## config.mk

```make
export PLATFORM = sky130hd
export DESIGN_NAME = effp_top
export DESIGN_NICKNAME = d
export VERILOG_FILES = /design/src/logic/effp_pkg.sv /design/src/logic/effp_sync.sv /design/src/logic/effp_edge.sv /design/src/logic/effp_top.sv
export SDC_FILE = /design/constraint.sdc
export NUM_CORES = 1
export LEC_CHECK = 0
export BUFFER_PORTS_ARGS = -buffer_cell sky130_fd_sc_hd__buf_2
export CAP_MARGIN = 5
export CELL_PAD_IN_SITES_DETAIL_PLACEMENT = 0
export CELL_PAD_IN_SITES_GLOBAL_PLACEMENT = 1
export CORE_MARGIN = 2
export CORE_UTILIZATION = 50
export DETAILED_ROUTE_END_ITERATION = 7
export PLACE_DENSITY_LB_ADDON = 0.1
export REMOVE_ABC_BUFFERS = 1
export SLEW_MARGIN = 20
export SYNTH_ARGS = -nofsm -noshare
export SYNTH_HDL_FRONTEND = slang
export SYNTH_SLANG_ARGS = --single-unit
```

## constraint.sdc

```tcl
create_clock -name clock -period 3.4 [get_ports clock]
set_input_delay 0.34 -clock clock [delete_from_list [all_inputs] [get_ports clock]]
set_output_delay 0.34 -clock clock [all_outputs]
set_load 0.05 [all_outputs]
```

## src/logic/effp_pkg.sv

```systemverilog
/*
  effp_pkg: shared constants and carrier structs for the flop pair.
  assumes: all users sit on one 125 MHz clock domain.
*/
package effp_pkg;
  // ==========================================================
  // timing
  localparam int unsigned CLK_PERIOD_NS = 8;
  localparam int unsigned SYNC_STAGES   = 3;

  // ==========================================================
  // reset values
  localparam logic DFF_RST_VAL = 1'b0;
  localparam logic MSF_RST_VAL = 1'b0;
  // synchroniser idle levels, d_clk in the msb down to m_clr_n in the lsb:
  // clocks and steering low, direct lines high so reset forces nothing
  localparam logic [8:0] SYNC_IDLE = 9'h063;

  // ==========================================================
  // carriers
  typedef struct packed {
    logic set_n;
    logic clr_n;
  } effp_direct_s;

  typedef struct packed {
    logic q;
    logic q_n;
  } effp_out_s;
endpackage

```

## src/logic/effp_sync.sv

```systemverilog
/*
  effp_sync: three-stage input synchroniser.
  assumes: input is asynchronous to clock; output is the agreed level.
*/
`timescale 1ns/1ps
module effp_sync
  import effp_pkg::*;
#(
  parameter logic RST_VAL = 1'b0
)
(
  input  wire logic clock,
  input  wire logic sys_rst,
  input  wire logic din,
  output logic      dout
);
  logic s1_q;
  logic s2_q;
  logic s3_q;
  logic agree;

  // stage one is read only by stage two
  assign agree = (s2_q == s3_q);

  always_ff @(posedge clock or posedge sys_rst)
  begin
    if (sys_rst)
    begin
      s1_q <= RST_VAL;
      s2_q <= RST_VAL;
      s3_q <= RST_VAL;
      dout <= RST_VAL;
    end
    else
    begin
      s1_q <= din;
      s2_q <= s1_q;
      s3_q <= s2_q;
      if (agree)
      begin
        dout <= s3_q;
      end
    end
  end
endmodule

```

## src/logic/effp_edge.sv

```systemverilog
/*
  effp_edge: rise and fall pulse detector on a synchronised level.
  assumes: input already on the clock domain.
*/
`timescale 1ns/1ps
module effp_edge
  import effp_pkg::*;
(
  input  wire logic clock,
  input  wire logic sys_rst,
  input  wire logic lvl,
  output logic      rise,
  output logic      fall
);
  logic prev_q;

  assign rise = lvl & ~prev_q;
  assign fall = ~lvl & prev_q;

  always_ff @(posedge clock or posedge sys_rst)
  begin
    if (sys_rst)
    begin
      prev_q <= 1'b0;
    end
    else
    begin
      prev_q <= lvl;
    end
  end
endmodule

```

## src/logic/effp_top.sv

```systemverilog
/*
  effp_top: edge-triggered data flop with lockout and a master-slave
  steered flop, both with active-low direct set and clear.
  assumes: all pulse inputs come from outside the clock domain and are
  far slower than the 8 ns sampling clock; pulses shorter than about
  two clocks may be missed.
*/
`timescale 1ns/1ps

module effp_top
  import effp_pkg::*;
(
  input  wire logic   clock,
  input  wire logic   sys_rst,
  input  wire logic   d_clk,
  input  wire logic   d_data,
  input  wire logic   d_set_n,
  input  wire logic   d_clr_n,
  output effp_out_s   d_out,
  input  wire logic   m_clk,
  input  wire logic   m_jset,
  input  wire logic   m_kclr,
  input  wire logic   m_set_n,
  input  wire logic   m_clr_n,
  output effp_out_s   m_out
);
  // ==========================================================
  // input synchronisation
  logic dclk_s;
  logic ddat_s;
  logic dset_n_s;
  logic dclr_n_s;
  logic mclk_s;
  logic mj_s;
  logic mk_s;
  logic mset_n_s;
  logic mclr_n_s;
  logic [8:0] raw;
  logic [8:0] syn;

  // direct lines idle high; idle value avoids a spurious force at reset
  assign raw = {d_clk, d_data, d_set_n, d_clr_n, m_clk, m_jset, m_kclr, m_set_n, m_clr_n};
  assign {dclk_s, ddat_s, dset_n_s, dclr_n_s, mclk_s, mj_s, mk_s, mset_n_s, mclr_n_s} = syn;

  genvar gi;
  generate
    for (gi = 0; gi < 9; gi++)
    begin : g_sync
      effp_sync #(
        .RST_VAL (SYNC_IDLE[gi])
      ) u_sync (
        .clock   (clock),
        .sys_rst (sys_rst),
        .din     (raw[gi]),
        .dout    (syn[gi])
      );
    end
  endgenerate

  // ==========================================================
  // clock edge detection
  logic d_rise;
  logic m_rise;
  logic m_fall;

  effp_edge u_dedge (
    .clock   (clock),
    .sys_rst (sys_rst),
    .lvl     (dclk_s),
    .rise    (d_rise),
    .fall    ()
  );

  effp_edge u_medge (
    .clock   (clock),
    .sys_rst (sys_rst),
    .lvl     (mclk_s),
    .rise    (m_rise),
    .fall    (m_fall)
  );

  // ==========================================================
  // data flop
  logic d_q;
  logic d_q_d;
  logic d_steer_set;
  logic d_steer_clr;
  logic d_force_set;
  logic d_force_clr;
  logic d_free;

  // steering from one line and its inverse cannot both be active
  assign d_steer_set = ddat_s;
  assign d_steer_clr = ~ddat_s;
  assign d_force_clr = ~dclr_n_s;
  assign d_force_set = ~dset_n_s & dclr_n_s;
  assign d_free      = dset_n_s & dclr_n_s;

  // sampling happens only on the rise pulse, so later data changes while
  // the clock stays high are locked out until the next rise
  assign d_q_d = d_force_clr ? 1'b0 :
                 d_force_set ? 1'b1 :
                 (d_rise & d_steer_set) ? 1'b1 :
                 (d_rise & d_steer_clr) ? 1'b0 :
                 d_q;

  always_ff @(posedge clock or posedge sys_rst)
  begin
    if (sys_rst)
    begin
      d_q   <= DFF_RST_VAL;
      d_out <= '{q: DFF_RST_VAL, q_n: ~DFF_RST_VAL};
    end
    else
    begin
      d_q   <= d_q_d;
      d_out <= '{q: d_q_d, q_n: ~d_q_d};
    end
  end

  // ==========================================================
  // master-slave flop
  logic ms_mst_q;
  logic ms_mst_d;
  logic ms_slv_q;
  logic ms_slv_d;
  logic ms_force_set;
  logic ms_force_clr;
  logic ms_clk_hi;
  logic ms_jk_next;
  logic ms_free;

  assign ms_force_clr = ~mclr_n_s;
  assign ms_force_set = ~mset_n_s & mclr_n_s;
  assign ms_clk_hi    = mclk_s;
  assign ms_free      = mset_n_s & mclr_n_s;

  // next state from steering against the current slave state
  assign ms_jk_next = (mj_s & mk_s) ? ~ms_slv_q :
                      mj_s          ? 1'b1 :
                      mk_s          ? 1'b0 :
                      ms_slv_q;

  // master loads on the rise and follows steering while clock is high
  assign ms_mst_d = ms_force_clr ? 1'b0 :
                    ms_force_set ? 1'b1 :
                    (m_rise | (ms_clk_hi & ~m_fall)) ? ms_jk_next :
                    ms_mst_q;

  // apart from a direct force, slave only moves at the fall; blocked while the clock is high
  assign ms_slv_d = ms_force_clr ? 1'b0 :
                    ms_force_set ? 1'b1 :
                    m_fall ? ms_mst_q :
                    ms_slv_q;

  always_ff @(posedge clock or posedge sys_rst)
  begin
    if (sys_rst)
    begin
      ms_mst_q <= MSF_RST_VAL;
      ms_slv_q <= MSF_RST_VAL;
      m_out    <= '{q: MSF_RST_VAL, q_n: ~MSF_RST_VAL};
    end
    else
    begin
      ms_mst_q <= ms_mst_d;
      ms_slv_q <= ms_slv_d;
      m_out    <= '{q: ms_slv_d, q_n: ~ms_slv_d};
    end
  end

  // ==========================================================
  // check helpers
  logic       d_seen_q;
  logic [2:0] d_hi_cnt_q;
  logic [2:0] d_hi_cnt_d;

  // counts clean high cycles since a rise; a direct force clears it until the
  // next rise so the lockout check never blames the flop for a legal override
  assign d_hi_cnt_d = (!dclk_s || !d_free) ? 3'h0 :
                      d_rise ? 3'h1 :
                      (d_hi_cnt_q == 3'h0 || d_hi_cnt_q == 3'h7) ? d_hi_cnt_q :
                      d_hi_cnt_q + 3'h1;

  always_ff @(posedge clock or posedge sys_rst)
  begin
    if (sys_rst)
    begin
      d_seen_q   <= DFF_RST_VAL;
      d_hi_cnt_q <= 3'h0;
    end
    else
    begin
      d_seen_q   <= d_rise ? ddat_s : d_seen_q;
      d_hi_cnt_q <= d_hi_cnt_d;
    end
  end

  // ==========================================================
  // checks
  a_dff_capture: assert property (
    @(posedge clock) disable iff (sys_rst)
    (d_rise && d_free) |=> (d_q == $past(ddat_s)))
    else $error("data flop missed its sample at clock rise");

  a_dff_lockout: assert property (
    @(posedge clock) disable iff (sys_rst)
    (!d_rise && d_free) |=> $stable(d_q))
    else $error("data flop changed without a clock rise");

  a_dff_locked_hi: assert property (
    @(posedge clock) disable iff (sys_rst)
    (d_hi_cnt_q != 3'h0 && d_free) |-> (d_q == d_seen_q))
    else $error("data flop left the value taken at the rise");

  a_dff_steer: assert property (
    @(posedge clock) disable iff (sys_rst)
    (d_rise && d_free) |-> (d_q_d == d_steer_set) && (d_steer_set != d_steer_clr))
    else $error("data flop steering not one line and its inverse");

  a_dff_take_zero: assert property (
    @(posedge clock) disable iff (sys_rst)
    (d_rise && !ddat_s && d_free) |=> !d_q)
    else $error("data flop clear steering ignored");

  a_dff_out_hold: assert property (
    @(posedge clock) disable iff (sys_rst)
    (dclk_s && !d_rise && d_free) |=> $stable(d_out))
    else $error("data flop outputs moved while clock high");

  a_dff_out_track: assert property (
    @(posedge clock) disable iff (sys_rst)
    (d_out.q == d_q) && (d_out.q_n == !d_q))
    else $error("data flop outputs differ from state");

  a_dir_clear: assert property (
    @(posedge clock) disable iff (sys_rst)
    (!dclr_n_s || !mclr_n_s) |=> ($past(dclr_n_s) || !d_q) && ($past(mclr_n_s) || !ms_slv_q))
    else $error("direct clear did not win");

  a_dir_set: assert property (
    @(posedge clock) disable iff (sys_rst)
    (!dset_n_s && dclr_n_s) |=> d_q)
    else $error("data flop direct set ignored");

  a_ms_dir_set: assert property (
    @(posedge clock) disable iff (sys_rst)
    (!mset_n_s && mclr_n_s) |=> (ms_slv_q && m_out.q))
    else $error("master-slave direct set ignored");

  a_ms_dir_clear: assert property (
    @(posedge clock) disable iff (sys_rst)
    !mclr_n_s |=> (!ms_mst_q && !ms_slv_q && !m_out.q))
    else $error("master-slave direct clear ignored");

  a_ms_follow_high: assert property (
    @(posedge clock) disable iff (sys_rst)
    (ms_clk_hi && ms_free) |=> (ms_mst_q == $past(ms_jk_next)))
    else $error("master did not follow steering while clock high");

  a_ms_hold_high: assert property (
    @(posedge clock) disable iff (sys_rst)
    (!m_fall && ms_free) |=> $stable(ms_slv_q))
    else $error("slave moved without a clock fall");

  a_ms_fall_copy: assert property (
    @(posedge clock) disable iff (sys_rst)
    (m_fall && ms_free) |=> (ms_slv_q == $past(ms_mst_q)))
    else $error("slave did not take master at fall");

  a_ms_fall_out: assert property (
    @(posedge clock) disable iff (sys_rst)
    (m_fall && ms_free) |=> (m_out.q == $past(ms_mst_q)))
    else $error("outputs did not show master at fall");

  a_ms_set_steer: assert property (
    @(posedge clock) disable iff (sys_rst)
    (m_fall && ms_free && $past(ms_free) && mj_s && !mk_s) |=> ms_slv_q)
    else $error("set steering did not give one");

  a_ms_clr_steer: assert property (
    @(posedge clock) disable iff (sys_rst)
    (m_fall && ms_free && $past(ms_free) && !mj_s && mk_s) |=> !ms_slv_q)
    else $error("clear steering did not give zero");

  a_ms_keep_steer: assert property (
    @(posedge clock) disable iff (sys_rst)
    (m_fall && ms_free && $past(ms_free) && !mj_s && !mk_s) |=> $stable(ms_slv_q))
    else $error("idle steering changed the state");

  a_ms_toggle: assert property (
    @(posedge clock) disable iff (sys_rst)
    (m_rise && mj_s && mk_s && ms_free) |=> (ms_mst_q == !ms_slv_q))
    else $error("master did not prepare complement");

  a_ms_toggle_fall: assert property (
    @(posedge clock) disable iff (sys_rst)
    (m_fall && ms_free && $past(ms_free) && mj_s && mk_s) |=> (ms_slv_q != $past(ms_slv_q)))
    else $error("slave did not complement at fall");

  a_ms_out_track: assert property (
    @(posedge clock) disable iff (sys_rst)
    (m_out.q == ms_slv_q) && (m_out.q_n == !ms_slv_q))
    else $error("outputs differ from slave");
endmodule

```

==> reports/results.tsv, run 1 <==
metric	value	unit
ios	15	
synth-simple-area-share	4.63	%
synthesis.area	1320	µm²
drt-pass1-iter-count	4	
p_leak	0.000648	µW
utilization	59.7	%
clockBufferDepth	2	
fin_setup_tns	0	ps
cts_buffers	5	
grt_pass1_vias	612	
via_per_inst	4.98	
final-setup-viol-count	0	
clk_pin_slew	130	ps
crit_required	3060	ps
min_path_type	input pin to register	
crit_path_end_kind	primary output	
clkLatencyLatePin	340	ps
num_antenna_cells	0	
clock_sinks	43	
p_per_area	616	nW/µm²
holdPathEnd	g_sync[1].u_sync.s1_q	
start_kind	register	
antenna_found_initial	0	
yosys.area_share.adder	6.81	%
die_area	3080	µm²
grt_pass1_wl	2.68	mm
h-tree-depth	2	
worst_ir_drop_vdd	0.000422	V
rows	18	
crit_path_top_delay_cell	dfstp_2	
postRouteWirelength	1.51	mm
ys_seq_area_share	83.0	%
yosys_register_bits	43	
clockRootBuffer	clkbuf_4	
cts_tree	built	
synth.avg_cell_area	18.9	µm²
max_slew.worst_pin.slew	502	ps
r2r_slack	2240	ps
timing.hold.worst_path_depth	1	
drt_iter0_markers	13	
dp_hpwl	949	µm
fp.dieH	55.5	µm
fin_nets	101	
vias	603	
wl_per_cell	12.5	µm
timing.hold.ws	79.1	ps
fillCellCount	198	
finalWeightedCongestion	0.761	
hold_start	m_set_n	
post-route-period-util	42.6	%
max_stage_delay	530	ps
floorplan.initialDensity	53.0	%
grt_max_degree	44	
cp_cell_sequence	buf_2	
seq_area	1100	µm²
status	finished, final reports clean	
criticalPathCategory	register to primary output	
hold_viol	0	
fmax	691	MHz
post-cts-setup-buffers	0	
core	2500	µm²
ff2ff_path_depth	2	
setup_ws	1950	ps
multiInputGateArea	199	µm²
drv_slew	0	
cap_violations	0	
worst_r2r_endpoint	ms_mst_q	
crit_buf_inv	1	
cp-startpoint	m_out[0]	
hold_buffers	0	
chipWidth	55.5	µm
port-buffer-count	14	
synth-compound-area-share	3.59	%
netlist_instances	70	
synth_cell_types	12	
synth_top_family_by_area	adder cells	
route.detailed.drc	0	
dp_slack	2260	ps
rsz0062_at_grt	false	
crit-reg2reg-launch	g_sync[1].u_sync.dout	
clock_skew	8.11	ps
cts_resized	0	
drive_gt1_share	45.1	%
detail-route-antenna-nets	0	
synth_xor_area_share	0	%
yosysWarnings	0	
track_usage	12.1	%
max_slew_margin	66.5	%
cp.arrival	1110	ps
cp_top_family	flip-flops	
cp_max_fo	1	
area_growth_syn_to_layout	12.7	%
finalCriticalPeriod	1450	ps
overflow	0	
synth.area.mux_share	0	%
cell families (layout without fill, tap and decap cells):
family	Yosys count	in the layout
flip-flops	43	43
adder cells (fa/ha/maj)	9	9
AO/OA/AOI/OAI	5	5
buffers and inverters	5	26
AND/OR/NAND/NOR	8	8
power breakdown:
group,internal (µW),switching [µW],leakage (µW)
sequential,562,22.1,0.000483
combinational,29.3,48.7,0.000130
clock,102,156,0.0000345
final cells by class:
| cell class | count | share of cell area [%] |
|---|---|---|
| clock buffer | 6 | 3.44 |
| multi-input combinational | 22 | 13.3 |
| tap | 30 | 2.52 |
| inverter | 3 | 0.755 |
| timing repair buffer | 15 | 5.20 |
| sequential | 43 | 73.7 |
| clock inverter | 2 | 1.09 |
sequential cells by signal (all words and copies together) (netlist names):
register	cells
m_out	2
g_sync.u_sync.s3_q	9
u_dedge.prev_q	1
u_medge.prev_q	1
g_sync.u_sync.s2_q	9
g_sync.u_sync.s1_q	9
ms_mst_q	1
d_out	1
g_sync.u_sync.dout	9
d_q	1
cells in the mapped netlist, drive strengths merged:
master / count / share of area (%)
or3b: 1 / 0.66
inv: 3 / 0.85
and2b: 1 / 0.57
nand2: 1 / 0.28
o311a: 3 / 2.3
nand4bb: 2 / 1.7
dfstp: 18 / 36
maj3: 9 / 6.8
buf: 2 / 1.1
o311ai: 2 / 1.3
dfrtp: 25 / 47
nor2b: 3 / 1.4
stage by stage:
| stage | power [µW] | cells | area, µm² |
|---|---|---|---|
| after global routing | 973 | 121 | 1490 |
| after CTS | 940 | 121 | 1490 |
| after detailed placement | 673 | 113 | 1420 |
| after global placement | 670 | 113 | 1420 |
| after floorplan | 649 | 68 | 1310 |
| final | 919 | 121 | 1490 |
routing by layer:
| layer | share of wire [%] | track usage, % | vias up |
|---|---|---|---|
| li1 | - | - | 283 |
| met1 | 48 | 14.9 | 304 |
| met2 | 45 | 15.6 | 14 |
| met3 | 5.4 | 8.67 | 2 |
| met4 | 0.93 | 6.27 | 0 |
| met5 | 0 | 0 | - |
placed cells by master (no fill, tap or decap):
cell type   netlist  routed
nand4bb_1         2       2
clkinvlp_4        0       1
o311a_1           3       3
dfrtp_1          25      25
clkbuf_4          0       5
clkinv_4          0       1
o311ai_1          2       2
or3b_1            1       1
clkbuf_8          0       1
dfstp_2          18      18
inv_1             3       3
buf_2             0      14
and2b_1           1       1
nand2_1           1       1
maj3_1            9       9
buf_4             2       1
nor2b_1           3       3
worst max path at each step:
stage	endpoint	slack, ps	cells after the start
2_1_floorplan	d_q	2090	1
3_3_place_gp	ms_mst_q	2280	2
3_5_place_dp	ms_mst_q	2260	2
4_1_cts	d_out[0]	1920	1
5_1_grt	m_out[0]	1880	1
6_report	m_out[0]	1950	1
(Power assumes the default switching activity.)
==> inputs of run 2 (changes only) <==
- CORE_UTILIZATION: 50 -> 42
- clock period: 3.4 -> 1.3 ns (I/O delays scaled with it)
==> run 2 against run 1 <==
  * Final area is 9.6% higher
  * Worst setup slack worse by 1900 ps
  * Die area is 18% higher
  * Cell count is 20% higher
  * Clock skew hardly changed
  * Wire length is 3.7% higher
  * Via count is 4.5% higher
  * Worst hold slack better by 280 ps
  * Sequential power grew to 2.6 times the previous value
  * Count of clock-buffer cells in the layout stayed put
  * Non-clock buffer count is 10 higher
  * First-iteration DRC count is 23% higher
==> reports/results.tsv, run 2 (synthesized netlist as in run 1, its figures left out) <==
metric	value	unit
status	finished, final reports clean	
crit_required	1170	ps
drt-pass1-iter-count	3	
p_seq_share	59.7	%
worst_ir_drop_vdd	0.000763	V
max_slew.worst_pin.slew	246	ps
crit_buf_inv	1	
clkLatencyLatePin	340	ps
num_antenna_cells	0	
drive_gt1_share	39.6	%
cts_buffers	5	
drt_iter0_markers	16	
final_cell_mix	25 x dfrtp_1, 18 x dfstp_2, 13 x buf_2	
multiInputGateArea	199	µm²
area_growth_syn_to_layout	23.5	%
dp_slack	155	ps
start_kind	register	
clockRootBuffer	clkbuf_4	
rsz0062_at_grt	false	
clock_skew	8.25	ps
finalWeightedCongestion	0.651	
grt_pass1_wl	2.62	mm
clock_sinks	43	
finalNonFillerCells	145	
finalCriticalPeriod	1240	ps
p_per_area	1560	nW/µm²
cp_cell_sequence	buf_2	
fin_nets	111	
dp_hpwl	941	µm
power.total	2560	µW
detail-route-antenna-nets	0	
h-tree-depth	2	
grt_max_degree	44	
cts_tree	built	
seq_area	1100	µm²
wl_per_cell	10.8	µm
layout_commonest_cell	dfrtp_1	
cp.arrival	1110	ps
final-setup-viol-count	0	
pwr-share-comb	9.2	%
post-route-period-util	95.2	%
fillCellCount	263	
floorplan.initialDensity	43.7	%
p_leak	0.000699	µW
hold_viol	0	
cap_violations	0	
track_usage	10.9	%
ios	15	
grt_pass1_vias	616	
dp.cells	127	
clockBufferDepth	2	
postRouteWirelength	1.57	mm
cp_max_fo	1	
power.switching	579	µW
clk_pin_slew	110	ps
die_area	3620	µm²
max_slew_margin	83.3	%
via_per_inst	4.34	
antenna_found_initial	0	
drv_slew	0	
cp_top_family	flip-flops	
chipWidth	60.1	µm
r2r_slack	140	ps
p_clk_share	31.1	%
core	3030	µm²
fmax	808	MHz
route.detailed.drc	0	
min_path_type	register to register	
p_int	1980	µW
crit_path_end_kind	primary output	
max_stage_delay	530	ps
post-cts-setup-buffers	0	
fp.dieH	60.1	µm
timing.hold.ws	361	ps
setup_ws	62.6	ps
crit_path_top_delay_cell	dfstp_2	
vias	630	
switching_share	22.6	%
criticalPathCategory	register to primary output	
rows	20	
overflow	0	
port-buffer-count	14	
[run 2: path summary, 6_finish.rpt]
kind,from,endpoint,depth (start not counted)
setup reg to reg,g_sync[1].u_sync.dout,ms_mst_q,2
max in group asynchronous,sys_rst,g_sync[5].u_sync.s3_q,4
min in group asynchronous,sys_rst,g_sync[3].u_sync.s2_q,4
hold reg to reg,g_sync[7].u_sync.s1_q,g_sync[7].u_sync.s2_q,0
setup / recovery,d_out[0],d_out[0],1
hold / removal,g_sync[7].u_sync.s1_q,g_sync[7].u_sync.s2_q,0
[run 2: power by group through the flow]
stage,clock (µW),sequential [µW],combinational (µW)
6_report,796,1530,234
5_1_grt,911,1540,254
3_5_place_dp,0,1550,214
2_1_floorplan,0,1610,87.9
4_1_cts,842,1530,236
3_3_place_gp,0,1550,210
[run 2: repair_timing]
action | in CTS | in global routing
endpoints found under the setup margin | 0 | 1
hold buffers | 10 | 0
endpoints found under the hold margin | 34 | 0
gates resized for setup | 0 | 1
[run 2: layer usage]
metal / part of all wire (%) / track usage, % / vias up
met1: 46 / 13.1 / 312
met5: 0 / 0 / -
met2: 46 / 14.0 / 16
li1: - / - / 298
met3: 6.3 / 7.79 / 4
met4: 2.0 / 6.67 / 0
[run 2: per-stage QoR]
| step | setup TNS [ps] | instance area (µm²) | utilization (%) |
|---|---|---|---|
| finish | 0 | 1640 | 54.0 |
| global route | 0 | 1640 | 54.0 |
| CTS | 0 | 1630 | 53.9 |
| floorplan | -6.26 | 1310 | - |
| global placement | 0 | 1450 | 48.0 |
| detailed placement | 0 | 1450 | 48.0 |
[run 2: final cells by class]
class | count | area share, %
clock inverter | 2 | 2.30
clock buffer | 6 | 2.52
tap | 44 | 3.37
sequential | 43 | 67.2
timing repair buffer | 25 | 11.8
inverter | 3 | 0.689
multi-input combinational | 22 | 12.2
